--- src/rtl/counter_array_consts.svh ---
// offsets, field positions, reset values and watchdog module of the counter array registers
`ifndef COUNTER_ARRAY_CONSTS_SVH
`define COUNTER_ARRAY_CONSTS_SVH

// counter byte addresses
`define CA_ADDR_COUNT_LOW 8'hF9
`define CA_ADDR_COUNT_HIGH 8'hFA

// compare value byte addresses, per module
`define CA_ADDR_CMP0_LOW 8'hFB
`define CA_ADDR_CMP0_HIGH 8'hFC
`define CA_ADDR_CMP1_LOW 8'hE9
`define CA_ADDR_CMP1_HIGH 8'hEA
`define CA_ADDR_CMP2_LOW 8'hEB
`define CA_ADDR_CMP2_HIGH 8'hEC
`define CA_ADDR_CMP3_LOW 8'hED
`define CA_ADDR_CMP3_HIGH 8'hEE
`define CA_ADDR_CMP4_LOW 8'hFD
`define CA_ADDR_CMP4_HIGH 8'hFE

// module mode register addresses, only the comparator enable bit lives here
`define CA_ADDR_MODE0 8'hDA
`define CA_ADDR_MODE1 8'hDB
`define CA_ADDR_MODE2 8'hDC
`define CA_ADDR_MODE3 8'hDD
`define CA_ADDR_MODE4 8'hDE
`define CA_MODE_ENABLE_BIT 6

// module that doubles as the watchdog
`define CA_WATCHDOG_MODULE 3'h4

// reset values
`define CA_RESET_BYTE 8'h00
`define CA_RESET_COUNT 16'h0000

`endif

--- src/rtl/counter_array_pkg.sv ---
// types and address decode of the counter array register block
package counter_array_pkg;
  `include "counter_array_consts.svh"

  typedef logic [7:0] byte_t;
  typedef logic [15:0] count_t;
  typedef logic [2:0] module_index_t;

  // what a register address selects
  typedef enum logic [2:0] {
    ACC_NONE = 3'b000,
    ACC_COUNT_LOW = 3'b001,
    ACC_COUNT_HIGH = 3'b010,
    ACC_CMP_LOW = 3'b011,
    ACC_CMP_HIGH = 3'b100,
    ACC_MODE = 3'b101
  } access_e;

  typedef struct packed {
    access_e kind;
    module_index_t index;
  } decode_s;

  // map an address onto its register kind and module index
  function automatic decode_s decodeAddr(input byte_t addr);
    decode_s d;
    d.kind = ACC_NONE;
    d.index = 3'h0;
    case (addr)
      `CA_ADDR_COUNT_LOW: d.kind = ACC_COUNT_LOW;
      `CA_ADDR_COUNT_HIGH: d.kind = ACC_COUNT_HIGH;
      `CA_ADDR_CMP0_LOW: d = '{ACC_CMP_LOW, 3'h0};
      `CA_ADDR_CMP1_LOW: d = '{ACC_CMP_LOW, 3'h1};
      `CA_ADDR_CMP2_LOW: d = '{ACC_CMP_LOW, 3'h2};
      `CA_ADDR_CMP3_LOW: d = '{ACC_CMP_LOW, 3'h3};
      `CA_ADDR_CMP4_LOW: d = '{ACC_CMP_LOW, 3'h4};
      `CA_ADDR_CMP0_HIGH: d = '{ACC_CMP_HIGH, 3'h0};
      `CA_ADDR_CMP1_HIGH: d = '{ACC_CMP_HIGH, 3'h1};
      `CA_ADDR_CMP2_HIGH: d = '{ACC_CMP_HIGH, 3'h2};
      `CA_ADDR_CMP3_HIGH: d = '{ACC_CMP_HIGH, 3'h3};
      `CA_ADDR_CMP4_HIGH: d = '{ACC_CMP_HIGH, 3'h4};
      `CA_ADDR_MODE0: d = '{ACC_MODE, 3'h0};
      `CA_ADDR_MODE1: d = '{ACC_MODE, 3'h1};
      `CA_ADDR_MODE2: d = '{ACC_MODE, 3'h2};
      `CA_ADDR_MODE3: d = '{ACC_MODE, 3'h3};
      `CA_ADDR_MODE4: d = '{ACC_MODE, 3'h4};
      default: d.kind = ACC_NONE;
    endcase
    return d;
  endfunction : decodeAddr
endpackage : counter_array_pkg

--- src/rtl/compare_bus_if.sv ---
// write strobes and compare state between the register front end and the compare bank
`timescale 1ns/10ps
interface compare_bus_if #(parameter int NUM_MODULES = 5);
  import counter_array_pkg::*;
  logic [NUM_MODULES-1:0] wrLow;
  logic [NUM_MODULES-1:0] wrHigh;
  logic [NUM_MODULES-1:0] wrMode;
  logic [NUM_MODULES-1:0] enableLock;
  byte_t wrData;
  count_t count;
  count_t value [NUM_MODULES];
  logic [NUM_MODULES-1:0] enable;
  logic [NUM_MODULES-1:0] match;

  modport ctrl (
    output wrLow, wrHigh, wrMode, enableLock, wrData, count,
    input value, enable, match
  );
  modport bank (
    input wrLow, wrHigh, wrMode, enableLock, wrData, count,
    output value, enable, match
  );
endinterface : compare_bus_if

--- src/rtl/compare_bank.sv ---
// compare value bytes, comparator enables and match detection of all modules
`timescale 1ns/10ps
`include "counter_array_consts.svh"
module compare_bank #(
  parameter int NUM_MODULES = 5
) (
  // clock and reset
  input wire logic clk,
  input wire logic rstn,
  // front end side
  compare_bus_if.bank cmp
);
  import counter_array_pkg::*;

  count_t value_reg [NUM_MODULES];
  logic [NUM_MODULES-1:0] enable_reg;
  logic [NUM_MODULES-1:0] match_reg;

  // compare value bytes, each byte written on its own strobe
  always_ff @(posedge clk or negedge rstn) begin
    if (!rstn) begin
      for (int i = 0; i < NUM_MODULES; i++) begin
        value_reg[i] <= `CA_RESET_COUNT;
      end
    end else begin
      for (int i = 0; i < NUM_MODULES; i++) begin
        if (cmp.wrLow[i]) begin
          value_reg[i][7:0] <= cmp.wrData;
        end
        if (cmp.wrHigh[i]) begin
          value_reg[i][15:8] <= cmp.wrData;
        end
      end
    end
  end

  // comparator enables: low byte write clears, high byte write sets
  always_ff @(posedge clk or negedge rstn) begin
    if (!rstn) begin
      enable_reg <= '0;
    end else begin
      for (int i = 0; i < NUM_MODULES; i++) begin
        if (cmp.wrLow[i]) begin
          enable_reg[i] <= 1'b0;
        end else if (cmp.wrHigh[i]) begin
          enable_reg[i] <= 1'b1;
        end else if (cmp.wrMode[i] && !cmp.enableLock[i]) begin
          enable_reg[i] <= cmp.wrData[`CA_MODE_ENABLE_BIT];
        end
      end
    end
  end

  // match flag, registered, held while an enabled module equals the running count
  always_ff @(posedge clk or negedge rstn) begin
    if (!rstn) begin
      match_reg <= '0;
    end else begin
      for (int i = 0; i < NUM_MODULES; i++) begin
        match_reg[i] <= enable_reg[i] && (cmp.count == value_reg[i]);
      end
    end
  end

  // results back to the front end
  always_comb begin
    for (int i = 0; i < NUM_MODULES; i++) begin
      cmp.value[i] = value_reg[i];
    end
    cmp.enable = enable_reg;
    cmp.match = match_reg;
  end
endmodule : compare_bank

--- src/rtl/counter_array_regs.sv ---
// register front end of the 16-bit counter array with its five compare modules
`timescale 1ns/10ps
`include "counter_array_consts.svh"
module counter_array_regs #(
  parameter int NUM_MODULES = 5
) (
  // clock and reset
  input wire logic clk,
  input wire logic rstn,
  // special function register bus
  input wire counter_array_pkg::byte_t sfrAddr,
  input wire logic sfrWrEn,
  input wire logic sfrRdEn,
  input wire counter_array_pkg::byte_t sfrWrData,
  output counter_array_pkg::byte_t sfrRdData,
  output logic sfrRdValid,
  output logic sfrRdHit,
  // control from the mode logic, same clock
  input wire logic watchdogEnable,
  input wire logic countTick,
  // status
  output counter_array_pkg::count_t countValue,
  output logic [NUM_MODULES-1:0] compareEnable,
  output logic [NUM_MODULES-1:0] compareMatch,
  output logic watchdogActive
);
  import counter_array_pkg::*;

  count_t count_reg;
  count_t count_next;
  byte_t snapshot_reg;
  byte_t rdData_reg;
  byte_t rdData_next;
  logic rdHit_next;
  logic rdValid_reg;
  logic rdHit_reg;
  logic watchdog_reg;
  decode_s dec;
  logic wrCountLow;
  logic wrCountHigh;
  logic rdCountLow;

  compare_bus_if #(.NUM_MODULES(NUM_MODULES)) cmpBus ();

  compare_bank #(.NUM_MODULES(NUM_MODULES)) bank (
    .clk(clk),
    .rstn(rstn),
    .cmp(cmpBus.bank)
  );

  // one address serves both read and write in a cycle
  assign dec = decodeAddr(sfrAddr);
  assign wrCountLow = sfrWrEn && (dec.kind == ACC_COUNT_LOW) && !watchdogEnable;
  assign wrCountHigh = sfrWrEn && (dec.kind == ACC_COUNT_HIGH) && !watchdogEnable;
  assign rdCountLow = sfrRdEn && (dec.kind == ACC_COUNT_LOW);

  // per module write strobes toward the compare bank
  always_comb begin
    for (int i = 0; i < NUM_MODULES; i++) begin
      cmpBus.wrLow[i] = sfrWrEn && (dec.kind == ACC_CMP_LOW)
                        && (dec.index == module_index_t'(i));
      cmpBus.wrHigh[i] = sfrWrEn && (dec.kind == ACC_CMP_HIGH)
                         && (dec.index == module_index_t'(i));
      cmpBus.wrMode[i] = sfrWrEn && (dec.kind == ACC_MODE)
                         && (dec.index == module_index_t'(i));
      cmpBus.enableLock[i] = watchdogEnable
                             && (module_index_t'(i) == `CA_WATCHDOG_MODULE);
    end
    cmpBus.wrData = sfrWrData;
    cmpBus.count = count_reg;
  end

  // next count: tick first, an unlocked byte write then replaces its byte
  always_comb begin
    count_next = count_reg + {15'h0000, countTick};
    if (wrCountLow) begin
      count_next[7:0] = sfrWrData;
    end
    if (wrCountHigh) begin
      count_next[15:8] = sfrWrData;
    end
  end

  // running counter
  always_ff @(posedge clk or negedge rstn) begin
    if (!rstn) begin
      count_reg <= `CA_RESET_COUNT;
    end else begin
      count_reg <= count_next;
    end
  end

  // high byte snapshot taken on a low byte read
  always_ff @(posedge clk or negedge rstn) begin
    if (!rstn) begin
      snapshot_reg <= `CA_RESET_BYTE;
    end else if (rdCountLow) begin
      snapshot_reg <= count_reg[15:8];
    end
  end

  // read data selection
  always_comb begin
    rdData_next = `CA_RESET_BYTE;
    rdHit_next = 1'b1;
    unique case (dec.kind)
      ACC_COUNT_LOW: rdData_next = count_reg[7:0];
      ACC_COUNT_HIGH: rdData_next = snapshot_reg;
      ACC_CMP_LOW: rdData_next = cmpBus.value[dec.index][7:0];
      ACC_CMP_HIGH: rdData_next = cmpBus.value[dec.index][15:8];
      ACC_MODE: rdHit_next = 1'b0;
      ACC_NONE: rdHit_next = 1'b0;
      default: rdHit_next = 1'b0;
    endcase
  end

  // read answer, held until the next read
  always_ff @(posedge clk or negedge rstn) begin
    if (!rstn) begin
      rdData_reg <= `CA_RESET_BYTE;
      rdHit_reg <= 1'b0;
    end else if (sfrRdEn) begin
      rdData_reg <= rdData_next;
      rdHit_reg <= rdHit_next;
    end
  end

  // one cycle read valid pulse
  always_ff @(posedge clk or negedge rstn) begin
    if (!rstn) begin
      rdValid_reg <= 1'b0;
    end else begin
      rdValid_reg <= sfrRdEn;
    end
  end

  // watchdog role of module four, seen from outside
  always_ff @(posedge clk or negedge rstn) begin
    if (!rstn) begin
      watchdog_reg <= 1'b0;
    end else begin
      watchdog_reg <= watchdogEnable;
    end
  end

  // outputs straight from flip-flops
  assign sfrRdData = rdData_reg;
  assign sfrRdValid = rdValid_reg;
  assign sfrRdHit = rdHit_reg;
  assign countValue = count_reg;
  assign compareEnable = cmpBus.enable;
  assign compareMatch = cmpBus.match;
  assign watchdogActive = watchdog_reg;

  // low byte write with the watchdog on leaves the count untouched
  a_low_write_locked: assert property (
    @(posedge clk) disable iff (!rstn)
    (sfrWrEn && sfrAddr == `CA_ADDR_COUNT_LOW && watchdogEnable && !countTick)
    |=> (count_reg == $past(count_reg))
  ) else $error("counter low byte changed under watchdog lock");

  // high byte write with the watchdog on leaves the high byte alone
  a_high_write_locked: assert property (
    @(posedge clk) disable iff (!rstn)
    (sfrWrEn && sfrAddr == `CA_ADDR_COUNT_HIGH && watchdogEnable
     && (countTick == 1'b0))
    |=> $stable(count_reg[15:8])
  ) else $error("counter high byte changed under watchdog lock");

  // unlocked low byte write lands in the counter next cycle
  a_low_write_load: assert property (
    @(posedge clk) disable iff (!rstn)
    (sfrWrEn && sfrAddr == `CA_ADDR_COUNT_LOW && !watchdogEnable)
    |=> (count_reg[7:0] == $past(sfrWrData))
  ) else $error("counter low byte write not loaded");

  // unlocked high byte write lands in the counter next cycle
  a_high_write_load: assert property (
    @(posedge clk) disable iff (!rstn)
    (sfrWrEn && sfrAddr == `CA_ADDR_COUNT_HIGH && !watchdogEnable)
    |=> (count_reg[15:8] == $past(sfrWrData))
  ) else $error("counter high byte write not loaded");

  // low byte read captures the live high byte into the snapshot
  a_snapshot_load: assert property (
    @(posedge clk) disable iff (!rstn)
    (sfrRdEn && sfrAddr == `CA_ADDR_COUNT_LOW)
    |=> (snapshot_reg == $past(count_reg[15:8]))
  ) else $error("snapshot not loaded on low byte read");

  // snapshot holds while no low byte read occurs
  a_snapshot_hold: assert property (
    @(posedge clk) disable iff (!rstn)
    !(sfrRdEn && sfrAddr == `CA_ADDR_COUNT_LOW) |=> $stable(snapshot_reg)
  ) else $error("snapshot changed without low byte read");

  // high byte read returns the snapshot, then low read then high pairs
  a_high_read_snap: assert property (
    @(posedge clk) disable iff (!rstn)
    (sfrRdEn && sfrAddr == `CA_ADDR_COUNT_HIGH)
    |=> (sfrRdValid && sfrRdHit && sfrRdData == $past(snapshot_reg))
  ) else $error("high byte read did not return snapshot");

  // compare low write of module zero clears its enable
  a_low_clears_enable: assert property (
    @(posedge clk) disable iff (!rstn)
    (sfrWrEn && sfrAddr == `CA_ADDR_CMP0_LOW) |=> !compareEnable[0]
  ) else $error("compare low write did not clear enable");

  // compare high write of module four sets its enable, even as watchdog
  a_high_sets_enable: assert property (
    @(posedge clk) disable iff (!rstn)
    (sfrWrEn && sfrAddr == `CA_ADDR_CMP4_HIGH) |=> compareEnable[4]
  ) else $error("compare high write did not set enable");

  // compare low byte of module one stores the written byte
  a_cmp_low_store: assert property (
    @(posedge clk) disable iff (!rstn)
    (sfrWrEn && sfrAddr == `CA_ADDR_CMP1_LOW)
    |=> (cmpBus.value[1][7:0] == $past(sfrWrData))
  ) else $error("compare low byte not stored");

  // compare high byte of module three stores the written byte
  a_cmp_high_store: assert property (
    @(posedge clk) disable iff (!rstn)
    (sfrWrEn && sfrAddr == `CA_ADDR_CMP3_HIGH)
    |=> (cmpBus.value[3][15:8] == $past(sfrWrData))
  ) else $error("compare high byte not stored");

  // an enabled comparator flags equality one cycle later
  a_match_pulse: assert property (
    @(posedge clk) disable iff (!rstn)
    (compareEnable[2] && count_reg == cmpBus.value[2]) |=> compareMatch[2]
  ) else $error("enabled comparator missed a match");

  // a disabled comparator never flags
  a_match_disabled: assert property (
    @(posedge clk) disable iff (!rstn)
    !compareEnable[0] |=> !compareMatch[0]
  ) else $error("disabled comparator flagged a match");

  // mode writes to module four are ignored under the watchdog
  a_wdog_mode_lock: assert property (
    @(posedge clk) disable iff (!rstn)
    (sfrWrEn && sfrAddr == `CA_ADDR_MODE4 && watchdogEnable)
    |=> (compareEnable[4] == $past(compareEnable[4]))
  ) else $error("module four mode changed under watchdog");

  // counter low byte read returns the live low byte
  a_low_read_data: assert property (
    @(posedge clk) disable iff (!rstn)
    (sfrRdEn && sfrAddr == `CA_ADDR_COUNT_LOW)
    |=> (sfrRdValid && sfrRdHit && sfrRdData == $past(count_reg[7:0]))
  ) else $error("counter low byte read returned wrong data");

  // a tick without a write steps the count by one
  a_count_tick_step: assert property (
    @(posedge clk) disable iff (!rstn)
    (!sfrWrEn && countTick) |=> (count_reg == $past(count_reg) + 16'h0001)
  ) else $error("counter did not step on a tick");

  // no tick and no write keeps the count
  a_count_hold: assert property (
    @(posedge clk) disable iff (!rstn)
    (!sfrWrEn && !countTick) |=> $stable(count_reg)
  ) else $error("counter moved without tick or write");

  // compare low byte of module zero reads back its stored byte
  a_cmp_low_read: assert property (
    @(posedge clk) disable iff (!rstn)
    (sfrRdEn && sfrAddr == `CA_ADDR_CMP0_LOW)
    |=> (sfrRdHit && sfrRdData == $past(cmpBus.value[0][7:0]))
  ) else $error("compare low byte read returned wrong data");

  // compare high byte of module four reads back its stored byte
  a_cmp_high_read: assert property (
    @(posedge clk) disable iff (!rstn)
    (sfrRdEn && sfrAddr == `CA_ADDR_CMP4_HIGH)
    |=> (sfrRdHit && sfrRdData == $past(cmpBus.value[4][15:8]))
  ) else $error("compare high byte read returned wrong data");

  // compare low write of module two clears its enable
  a_low_clears_two: assert property (
    @(posedge clk) disable iff (!rstn)
    (sfrWrEn && sfrAddr == `CA_ADDR_CMP2_LOW) |=> !compareEnable[2]
  ) else $error("module two enable not cleared by low write");

  // no equality means no match flag
  a_match_unequal: assert property (
    @(posedge clk) disable iff (!rstn)
    (count_reg != cmpBus.value[1]) |=> !compareMatch[1]
  ) else $error("comparator flagged without equality");

  // watchdog role output follows the enable bit one cycle late
  a_wdog_active_copy: assert property (
    @(posedge clk) disable iff (!rstn)
    1'b1 |=> (watchdogActive == $past(watchdogEnable))
  ) else $error("watchdog role output does not follow enable");
endmodule : counter_array_regs

--- config.mk ---
export PLATFORM = sky130hd
export DESIGN_NAME = counter_array_regs
export DESIGN_NICKNAME = d
export VERILOG_FILES = /design/src/rtl/counter_array_pkg.sv /design/src/rtl/compare_bus_if.sv /design/src/rtl/compare_bank.sv /design/src/rtl/counter_array_regs.sv
export VERILOG_INCLUDE_DIRS = /design/src /design/src/rtl
export SDC_FILE = /design/constraint.sdc
export NUM_CORES = 1
export LEC_CHECK = 0
export BUFFER_PORTS_ARGS = -buffer_cell sky130_fd_sc_hd__buf_2
export CAP_MARGIN = 15
export CORE_AREA = 2 2 148 136
export CTS_CLUSTER_SIZE = 40
export DETAILED_ROUTE_END_ITERATION = 6
export DIE_AREA = 0 0 150 138
export PLACE_DENSITY = 0.56
export REMOVE_ABC_BUFFERS = 1
export SKIP_CTS_REPAIR_TIMING = 1
export SLEW_MARGIN = 20
export SYNTH_ARGS = -nofsm -noshare
export SYNTH_HDL_FRONTEND = slang
export SYNTH_HIERARCHICAL = 1
export SYNTH_SLANG_ARGS = --single-unit
--- constraint.sdc ---
create_clock -name clk -period 4.5 [get_ports clk]
set_clock_uncertainty 0.1 [all_clocks]
set_input_delay 0.45 -clock clk [delete_from_list [all_inputs] [get_ports clk]]
set_output_delay 0.45 -clock clk [all_outputs]
set_load 0.01 [all_outputs]
Yosys cells after proc, flatten, opt, wreduce, memory -nomap -nowiden --
Index checks and enable logic that the tools add are counted.
Word-level totals: output and inout port bits 37, word-level logic and storage cells 124, flip-flop bits (word level) 125, input port bits 22
Cells by class: mux-type cells 24, bitwise gates (word level) 1, reduce and logical (&&, ||, !) cells 44, $lt $le $gt $ge 1, $add $sub $neg 1, equality and inequality tests 31
Operators by type and width (count):
- $eq 8x8->1 const B | 17
- $eq 16x16->1 | 5
- $bmux 16 s3 | 1
- $mux 16 | 2
- $pmux 8 s4 | 1
- $logic_and 1x1->1 | 29
- $add 16x1->16 | 1
- $mux 1 | 16
- $mux 8 | 2
- $pmux 3 s5 | 1
- $reduce_bool 3->1 | 5
- $reduce_or 5->1 | 3
- $eq 3x2->1 const B | 4
- $pmux 3 s4 | 1
- $reduce_or 3->1 | 4
- $eq 3x3->1 const B | 3
- $eq 3x1->1 const B | 2
- $ge 4x4->1 const B | 1
- $not 3->4 | 1
- $reduce_or 4->1 | 1
- $logic_not 3->1 | 1
- $logic_not 1->1 | 1

Logic depth before layout (Yosys ltp) --
Gate-level depths: netlist (run 1).
word-level depth 10, depth in mapped cells 10, mapped depth without buffers 7

Hierarchy --
The synthesis (run 1) kept the hierarchy.
Modules (own cells, without submodules):
- compare_bank | area an instance 4329.2 um^2, instances 1, seq. area each 2252.2 um^2, cells each 327
- counter_array_regs | area an instance 3024.2 um^2, instances 1, seq. area each 875.8 um^2, cells each 382

Least setup slack after synthesis (run 1) --
OpenSTA, ideal clock, no wires.
path kind input to register, from input port sfrAddr[4], to register bank.value_reg (netlist bit bank/cmp.value[48]), required time 4.275 ns, cell stages on the path 9, library setup time 0.125 ns, path buffers 4, arrival 2.261 ns, path slack 2.014 ns, cells stage by stage buf_4 > inv_4 > or3_1 > a211o_1 > buf_6 > buf_8 > nor2_1 > clkbuf_1 > mux2_2
On the way: longest elaborated chain between the ends 6, elaborated cells between the ends (all ways) 30, classes of those cells 19 x eq/ne; 2 x mux; 9 x reduce/logical
Ends and longest elaborated chain:
- start: declaration | line counter_array_regs.sv:11 | input wire counter_array_pkg::byte_t sfrAddr,
- $eq 8x8->1 | line counter_array_pkg.sv:29 | case (addr)
- $reduce_or 5->1 (no source line)
- $pmux 3 s5 | line counter_array_pkg.sv:29
- $eq 3x2->1 | line counter_array_regs.sv:60 | cmpBus.wrLow[i] = sfrWrEn && (dec.kind == ACC_CMP_LOW)
- $logic_and 1x1->1 | line counter_array_regs.sv:60
- $logic_and 1x1->1 * | line counter_array_regs.sv:61 | && (dec.index == module_index_t'(i));
- via cmpBus.wrLow[1] | line compare_bus_if.sv:5 | logic [NUM_MODULES-1:0] wrLow;
- end signal: indexed assignment | line compare_bank.sv:23 | value_reg[i] <= `CA_RESET_COUNT;
- end signal: indexed assignment | line compare_bank.sv:28 | value_reg[i][7:0] <= cmp.wrData;
- end signal: indexed assignment | line compare_bank.sv:31 | value_reg[i][15:8] <= cmp.wrData;
- end: declaration | line compare_bank.sv:15 | count_t value_reg [NUM_MODULES];
The timed path passes the listed nets; every way through them passes the cells marked *. A chain may end at the register's enable or synchronous reset.

Worst setup path in the final report (run 1) --
from input port sfrAddr[1], to register bank.value_reg (netlist bit bank/cmp.value[49])
Same word-level chain as after synthesis.

==> impl_metrics.toml, run 1 <==
[final_layout]
nets = 766
final_core_util_pct = 43.0
n_fill_cell = 1923
syn_to_final_growth_pct = 13.2
final_common_cell = "dfrtp_1"
antenna_cells = 0
final_cell_mix = "dfrtp_1 (125), mux2_2 (90), xnor2_1 (65)"
drive_gt1_share_pct = 26.8
largest_reg_flops = 80
final_cells = 1010

[yosys]
async_flop_share_pct = 100
netlist_area_um2 = 7350
yosys_warnings = 6
synth-edff-count = 0
synth_cells = 709
synth_seq_cells = 125
seq_area_frac_synth_pct = 42.5
synth_area_per_cell_um2 = 10.4
ys.flop_type = "dfrtp_1"
ys_types = 66

[floorplan]
die_area_um2 = 20700
initial_utilization_pct = 38.0
rows = 49
num_io_pins = 59
die_h_um = 138
core-area_um2 = 19400
die_w_um = 150

[pwr]
p_int_mw = 2.28
ir_drop_uv = 316
switching_share_pct = 32.7
p_switching_mw = 1.11
leakagePower_nw = 3.69
combPwrFrac_pct = 16.2
p_per_area_nw_per_um2 = 408
p_seq_share_pct = 43.4
clkPwrFrac_pct = 40.4
finalPower_mw = 3.39

[clocking]
cts_tree = "built"
clock_latency_ps = 430
htreeDepth = 4
clkTransAtPathRegs_ps = 60
clock_path_buffers = 2
cts_root_buf = "clkbuf_16"
cts_buffers = 17
clkSinkCount = 125

[sta]
worst_slew_pin_slew_ps = 1070
setup_viol = 0
final.setup.tns_ps = 0
max_freq_mhz = 355
period_share_pct = 62.6
min_period_ps = 2820
rsz0062_at_grt = "no"
setup_slack_ps = 1680
finalHoldViolations = 0
relSlewSlack_pct = 28.4
report.final.slew_viol_count = 0

[worst_setup_path]
reg2reg_slack_ps = 2090
crit_type = "primary input to flip-flop"
reg2reg_depth = 6
cp-start-kind = "primary input"
crit_fanout = 30
worstPathRequired_ps = 4700
r2r-start = "countValue[2]"
r2r-end = "countValue[15]"
crit_path_end_kind = "flip-flop"
arrival_ps = 3020

[global_routing]
grt_max_degree = 52
first_global_vias = 5873
antenna_found_initial = 0
grt-ovfl-total = 0
track_usage_pct = 25.6
grt_pass1_wl_um = 38500

[run]
cap_violations = 0

[drt]
finalWirelength_um = 25600
drc_errors = 0
drt-initial-drc-count = 556
vias = 5939
viasPerCell = 5.88
wire_per_inst_um = 25.3
dr.pass1.iters = 5
ant_nets = 0

[worst_hold_path]
hp-class = "primary input to flip-flop"
worst_hold_startpoint = "watchdogEnable"
worst_hold_path.num_cells = 1
whs_endpoint = "watchdogActive"

[place]
dp_hpwl_um = 17800
preCtsSetupSlack_ps = 1270
gp_congestion = 0.956
portBuffers = 58
dp.cells = 977

[outcome]
status = "completed"
## cells by family (layout without fill, tap and decap cells)
| kind of cell | count (synthesis) | count (layout) | synth area share, % |
|---|---|---|---|
| AND/OR/NAND/NOR | 178 | 178 | 13.1 |
| multiplexers | 95 | 95 | 14.5 |
| flip-flops | 125 | 125 | 42.5 |
| buffers and inverters | 70 | 113 | 4.95 |
| other | 1 | 4 | 0.0510 |
| XOR/XNOR | 95 | 95 | 11.3 |
| AO/OA/AOI/OAI | 143 | 143 | 13.3 |
| adder cells (fa/ha/maj) | 2 | 2 | 0.340 |
## critical path, cell delays in order
cell     delay (ps)
buf_2           400
or2b_1          360
a21o_1          210
a211o_1         500
nor2_1          660
mux2_2          410
## through the flow
stage                     hold slack [ps]  instance area (um^2)
after detailed placement              310                  7720
after global placement                304                  7720
after global routing                 49.9                  8320
after CTS                            -146                  8310
final                                69.8                  8320
after floorplan                      54.4                  7060
## cells in the mapped netlist, types with 11 or more instances
library cell / n / area share [%]
dfrtp_1: 125 / 43
mux2_2: 90 / 14
xnor2_1: 65 / 7.7
nor2_1: 50 / 2.6
a21oi_1: 31 / 2.1
nand2_1: 31 / 1.6
xor2_1: 30 / 3.6
o21ai_0: 27 / 1.8
clkbuf_1: 26 / 1.3
nand4_1: 20 / 1.7
buf_2: 16 / 1.1
inv_1: 15 / 0.77
nor2b_1: 13 / 1.1
nand3_1: 12 / 0.82
o221ai_1: 11 / 1.3
## how the worst max path moves through the flow
stage / from / endpoint / slack (ps) / depth (start not counted)
6_report: sfrAddr[1] / bank/cmp.value[49] / 1680 / 6
5_1_grt: sfrAddr[1] / bank/cmp.value[58] / 1530 / 6
4_1_cts: sfrAddr[1] / bank/cmp.value[49] / 1730 / 6
3_5_place_dp: sfrAddr[1] / bank/cmp.value[56] / 1270 / 6
3_3_place_gp: sfrAddr[0] / bank/cmp.value[64] / 1310 / 6
2_1_floorplan: sfrAddr[0] / bank/cmp.value[72] / 1990 / 6
## power groups by stage
stage                     clock, mW  combinational, mW  sequential (mW)
final                          1.37              0.550             1.47
after global placement            0              0.536             1.47
after CTS                      1.40              0.548             1.46
after global routing           1.46              0.607             1.47
after floorplan                   0              0.359             1.35
after detailed placement          0              0.542             1.48
## metal layers
metal  vias up  GRT usage (%)  share of wire (%)
met5         -              0                  0
met1      2998           38.2                 46
li1       2611              -                  -
met2       298           36.2                 42
met3        32           7.49                9.6
met4         0           7.15                1.7
## area by class of cell
cell class / instances / area, um^2 / share of cell area (%)
clock buffer: 18 / 429 / 5.16
clock inverter: 14 / 159 / 1.91
inverter: 16 / 62.6 / 0.752
multi-input combinational: 517 / 3880 / 46.6
sequential: 125 / 3130 / 37.6
tap: 255 / 319 / 3.83
timing repair buffer: 65 / 348 / 4.18
Power figures use the tool's default switching activity.
==> run 2, diff against run 1 <==
--- a/config.mk
+++ b/config.mk
@@ -6,13 +6,14 @@
 export SDC_FILE = /design/constraint.sdc
 export NUM_CORES = 1
 export LEC_CHECK = 0
+export ABC_AREA = 1
 export BUFFER_PORTS_ARGS = -buffer_cell sky130_fd_sc_hd__buf_2
 export CAP_MARGIN = 15
-export CORE_AREA = 2 2 148 136
+export CORE_AREA = 2 2 151 138
 export CTS_CLUSTER_SIZE = 40
 export DETAILED_ROUTE_END_ITERATION = 6
-export DIE_AREA = 0 0 150 138
-export PLACE_DENSITY = 0.56
+export DIE_AREA = 0 0 153 140
+export PLACE_DENSITY = 0.58
 export REMOVE_ABC_BUFFERS = 1
 export SKIP_CTS_REPAIR_TIMING = 1
 export SLEW_MARGIN = 20
==> constraint.sdc (replaced) <==
create_clock -name clk -period 2.3 [get_ports clk]
set_clock_uncertainty 0.1 [all_clocks]
set_input_delay 0.23 -clock clk [delete_from_list [all_inputs] [get_ports clk]]
set_output_delay 0.23 -clock clk [all_outputs]
set_load 0.01 [all_outputs]
==> run 2 against run 1 <==
Synthesized area increased by 3.2%. Critical path type is now flip-flop to flip-flop. Combinational power grew to 3.6 times the previous value. Setup slack got worse by 1400 ps. Power up 110%. Sequential power rose by 73%. Utilization rose by 2.6 points.
==> impl_metrics.toml, run 2 <==
[place]
dp.cells = 1420
preCtsSetupSlack_ps = 162
dp_hpwl_um = 19500
gp_congestion = 0.951
portBuffers = 58

[worst_setup_path]
reg2reg_slack_ps = 280
crit_path_start = "countValue[0]"
worstPathRequired_ps = 2560
r2r-end = "countValue[14]"
reg2reg_depth = 11
crit_type = "flip-flop to flip-flop"
r2r-start = "countValue[0]"
crit_path_end_kind = "flip-flop"
cp-start-kind = "flip-flop"
crit_fanout = 3
arrival_ps = 2290

[sta]
worst_slew_pin_slew_ps = 594
max_freq_mhz = 494
finalHoldViolations = 0
rsz0062_at_grt = "no"
setup_slack_ps = 275
report.final.slew_viol_count = 0
relSlewSlack_pct = 60.4
setup_viol = 0
min_period_ps = 2020
period_share_pct = 88.0

[yosys]
synth_cells = 1092
synth.area.top_cells = "dfrtp_1 (41%), nand2_1 (19%), inv_1 (6.6%), nor2_1 (5.0%), o21ai_0 (4.9%)"
synth.most_common_cell = "nand2_1"
synth-edff-count = 0
ys_types = 40
yosys_warnings = 6
netlist_area_um2 = 7590
synthTopCellsByCount = "nand2_1 (385), inv_1 (134), dfrtp_1 (125), nor2_1 (101), o21ai_0 (75)"
synth_area_per_cell_um2 = 6.95
synth_top_area_share_pct = 41.2
async_flop_share_pct = 100
ys.flop_type = "dfrtp_1"
synth_seq_cells = 125
synth_largest_area_cell = "dfrtp_1"
seq_area_frac_synth_pct = 41.2

[drt]
drc_errors = 0
wire_per_inst_um = 18.2
drt-initial-drc-count = 671
viasPerCell = 5.00
finalWirelength_um = 26500
dr.pass1.iters = 5
vias = 7271
ant_nets = 0

[global_routing]
grt_pass1_wl_um = 40800
grtUsageMet1_pct = 35.4
antenna_found_initial = 1
gr-usage-met2_pct = 39.1
top_usage_layer = "met2"
grt_max_degree = 58
track_usage_pct = 25.5
grt-ovfl-total = 0
first_global_vias = 6935
grtUsageMet3_pct = 5.75

[final_layout]
final_cell_mix = "nand2_1 (385), inv_1 (134), dfrtp_1 (125)"
antenna_cells = 0
final_common_cell = "nand2_1"
drive_gt1_share_pct = 18.0
syn_to_final_growth_pct = 18.8
final_cells = 1455
largest_reg_flops = 80
nets = 1211
final_core_util_pct = 45.6
n_fill_cell = 2032

[floorplan]
die_h_um = 140
core-area_um2 = 19800
rows = 49
initial_utilization_pct = 38.3
num_io_pins = 59
die_w_um = 153
die_area_um2 = 21400

[clocking]
cts_tree = "built"
clock_latency_ps = 430
clkTransAtPathRegs_ps = 60
cts_root_buf = "clkbuf_16"
htreeDepth = 4
clkSinkCount = 125
clock_path_buffers = 2
cts_buffers = 17

[worst_hold_path]
whs_endpoint = "countValue[0]"
worst_hold_path.num_cells = 4
worst_hold_startpoint = "countTick"
hp-class = "primary input to flip-flop"

[pwr]
ir_drop_uv = 505
p_per_area_nw_per_um2 = 783
leakagePower_nw = 4.89
finalPower_mw = 7.07

[outcome]
status = "completed"

[run]
cap_violations = 0
run 2: changes by cell type after synthesis, sizes merged, moves of 11 or more:
cell / previous run / this run
inv: 16 / 154
mux2: 90 / 16
nand2: 32 / 391
nand3: 13 / 61
nand4: 21 / 2
nor2: 51 / 116
nor2b: 13 / 0
nor4: 14 / 1
o21ai: 31 / 79
o221ai: 11 / 0
or2: 0 / 14
xnor2: 65 / 1
run 2: where the power goes:
part	leakage, nW	total (mW)	internal, mW	switching (mW)
combinational	3.21	1.96	0.641	1.32
clock	0.256	2.56	1.51	1.06
sequential	1.43	2.55	2.37	0.180
run 2: logic make-up after synthesis:
| family | after synthesis | share of synthesized area [%] |
|---|---|---|
| AO/OA/AOI/OAI | 125 | 9.16 |
| other | 1 | 0.0494 |
| flip-flops | 125 | 41.2 |
| adder cells (fa/ha/maj) | 2 | 0.330 |
| XOR/XNOR | 28 | 3.23 |
| AND/OR/NAND/NOR | 599 | 33.1 |
| buffers and inverters | 196 | 10.5 |
| multiplexers | 16 | 2.37 |
run 2: metal layers:
metal / share of wire (%) / vias up / wire length (um)
li1: - / 3566 / -
met1: 45 / 3372 / 11900
met2: 44 / 278 / 11600
met3: 7.9 / 55 / 2100
met4: 3.4 / 0 / 902
met5: 0 / - / 0
run 2: per-stage QoR:
step	hold WS [ps]	instance area, um^2	TNS [ps]
global placement	161	8430	0
finish	35.1	9020	0
global route	81.9	9020	0
CTS	-304	8980	0
floorplan	-166	7400	-4300
detailed placement	159	8430	0
run 2: area by class of cell:
cell class | count | area, um^2 | area share, %
Clock inverter | 10 | 92.6 | 1.03
Tap cell | 255 | 319 | 3.54
Timing Repair Buffer | 112 | 747 | 8.28
Inverter | 157 | 592 | 6.56
Multi-Input combinational cell | 774 | 3690 | 40.9
Clock buffer | 22 | 454 | 5.03
Sequential cell | 125 | 3130 | 34.7
run 2: how the worst max path moves through the flow:
| stage | end |
|---|---|
| 6_report | countValue[14] |
| 2_1_floorplan | bank/cmp.value[57] |
| 5_1_grt | countValue[14] |
| 3_5_place_dp | bank/cmp.value[52] |
| 4_1_cts | countValue[12] |
| 3_3_place_gp | bank/cmp.value[17] |
run 2: critical path: stages (launching register included):
cell and delay, ps:
dfrtp_1 350, ha_1 170, ha_1 160, nand2_1 70, nor2_1 150, nand3_1 140
nor2_2 160, nand3_2 120, nor4_2 190, xor2_1 200, nand2_1 60, o21ai_1 70
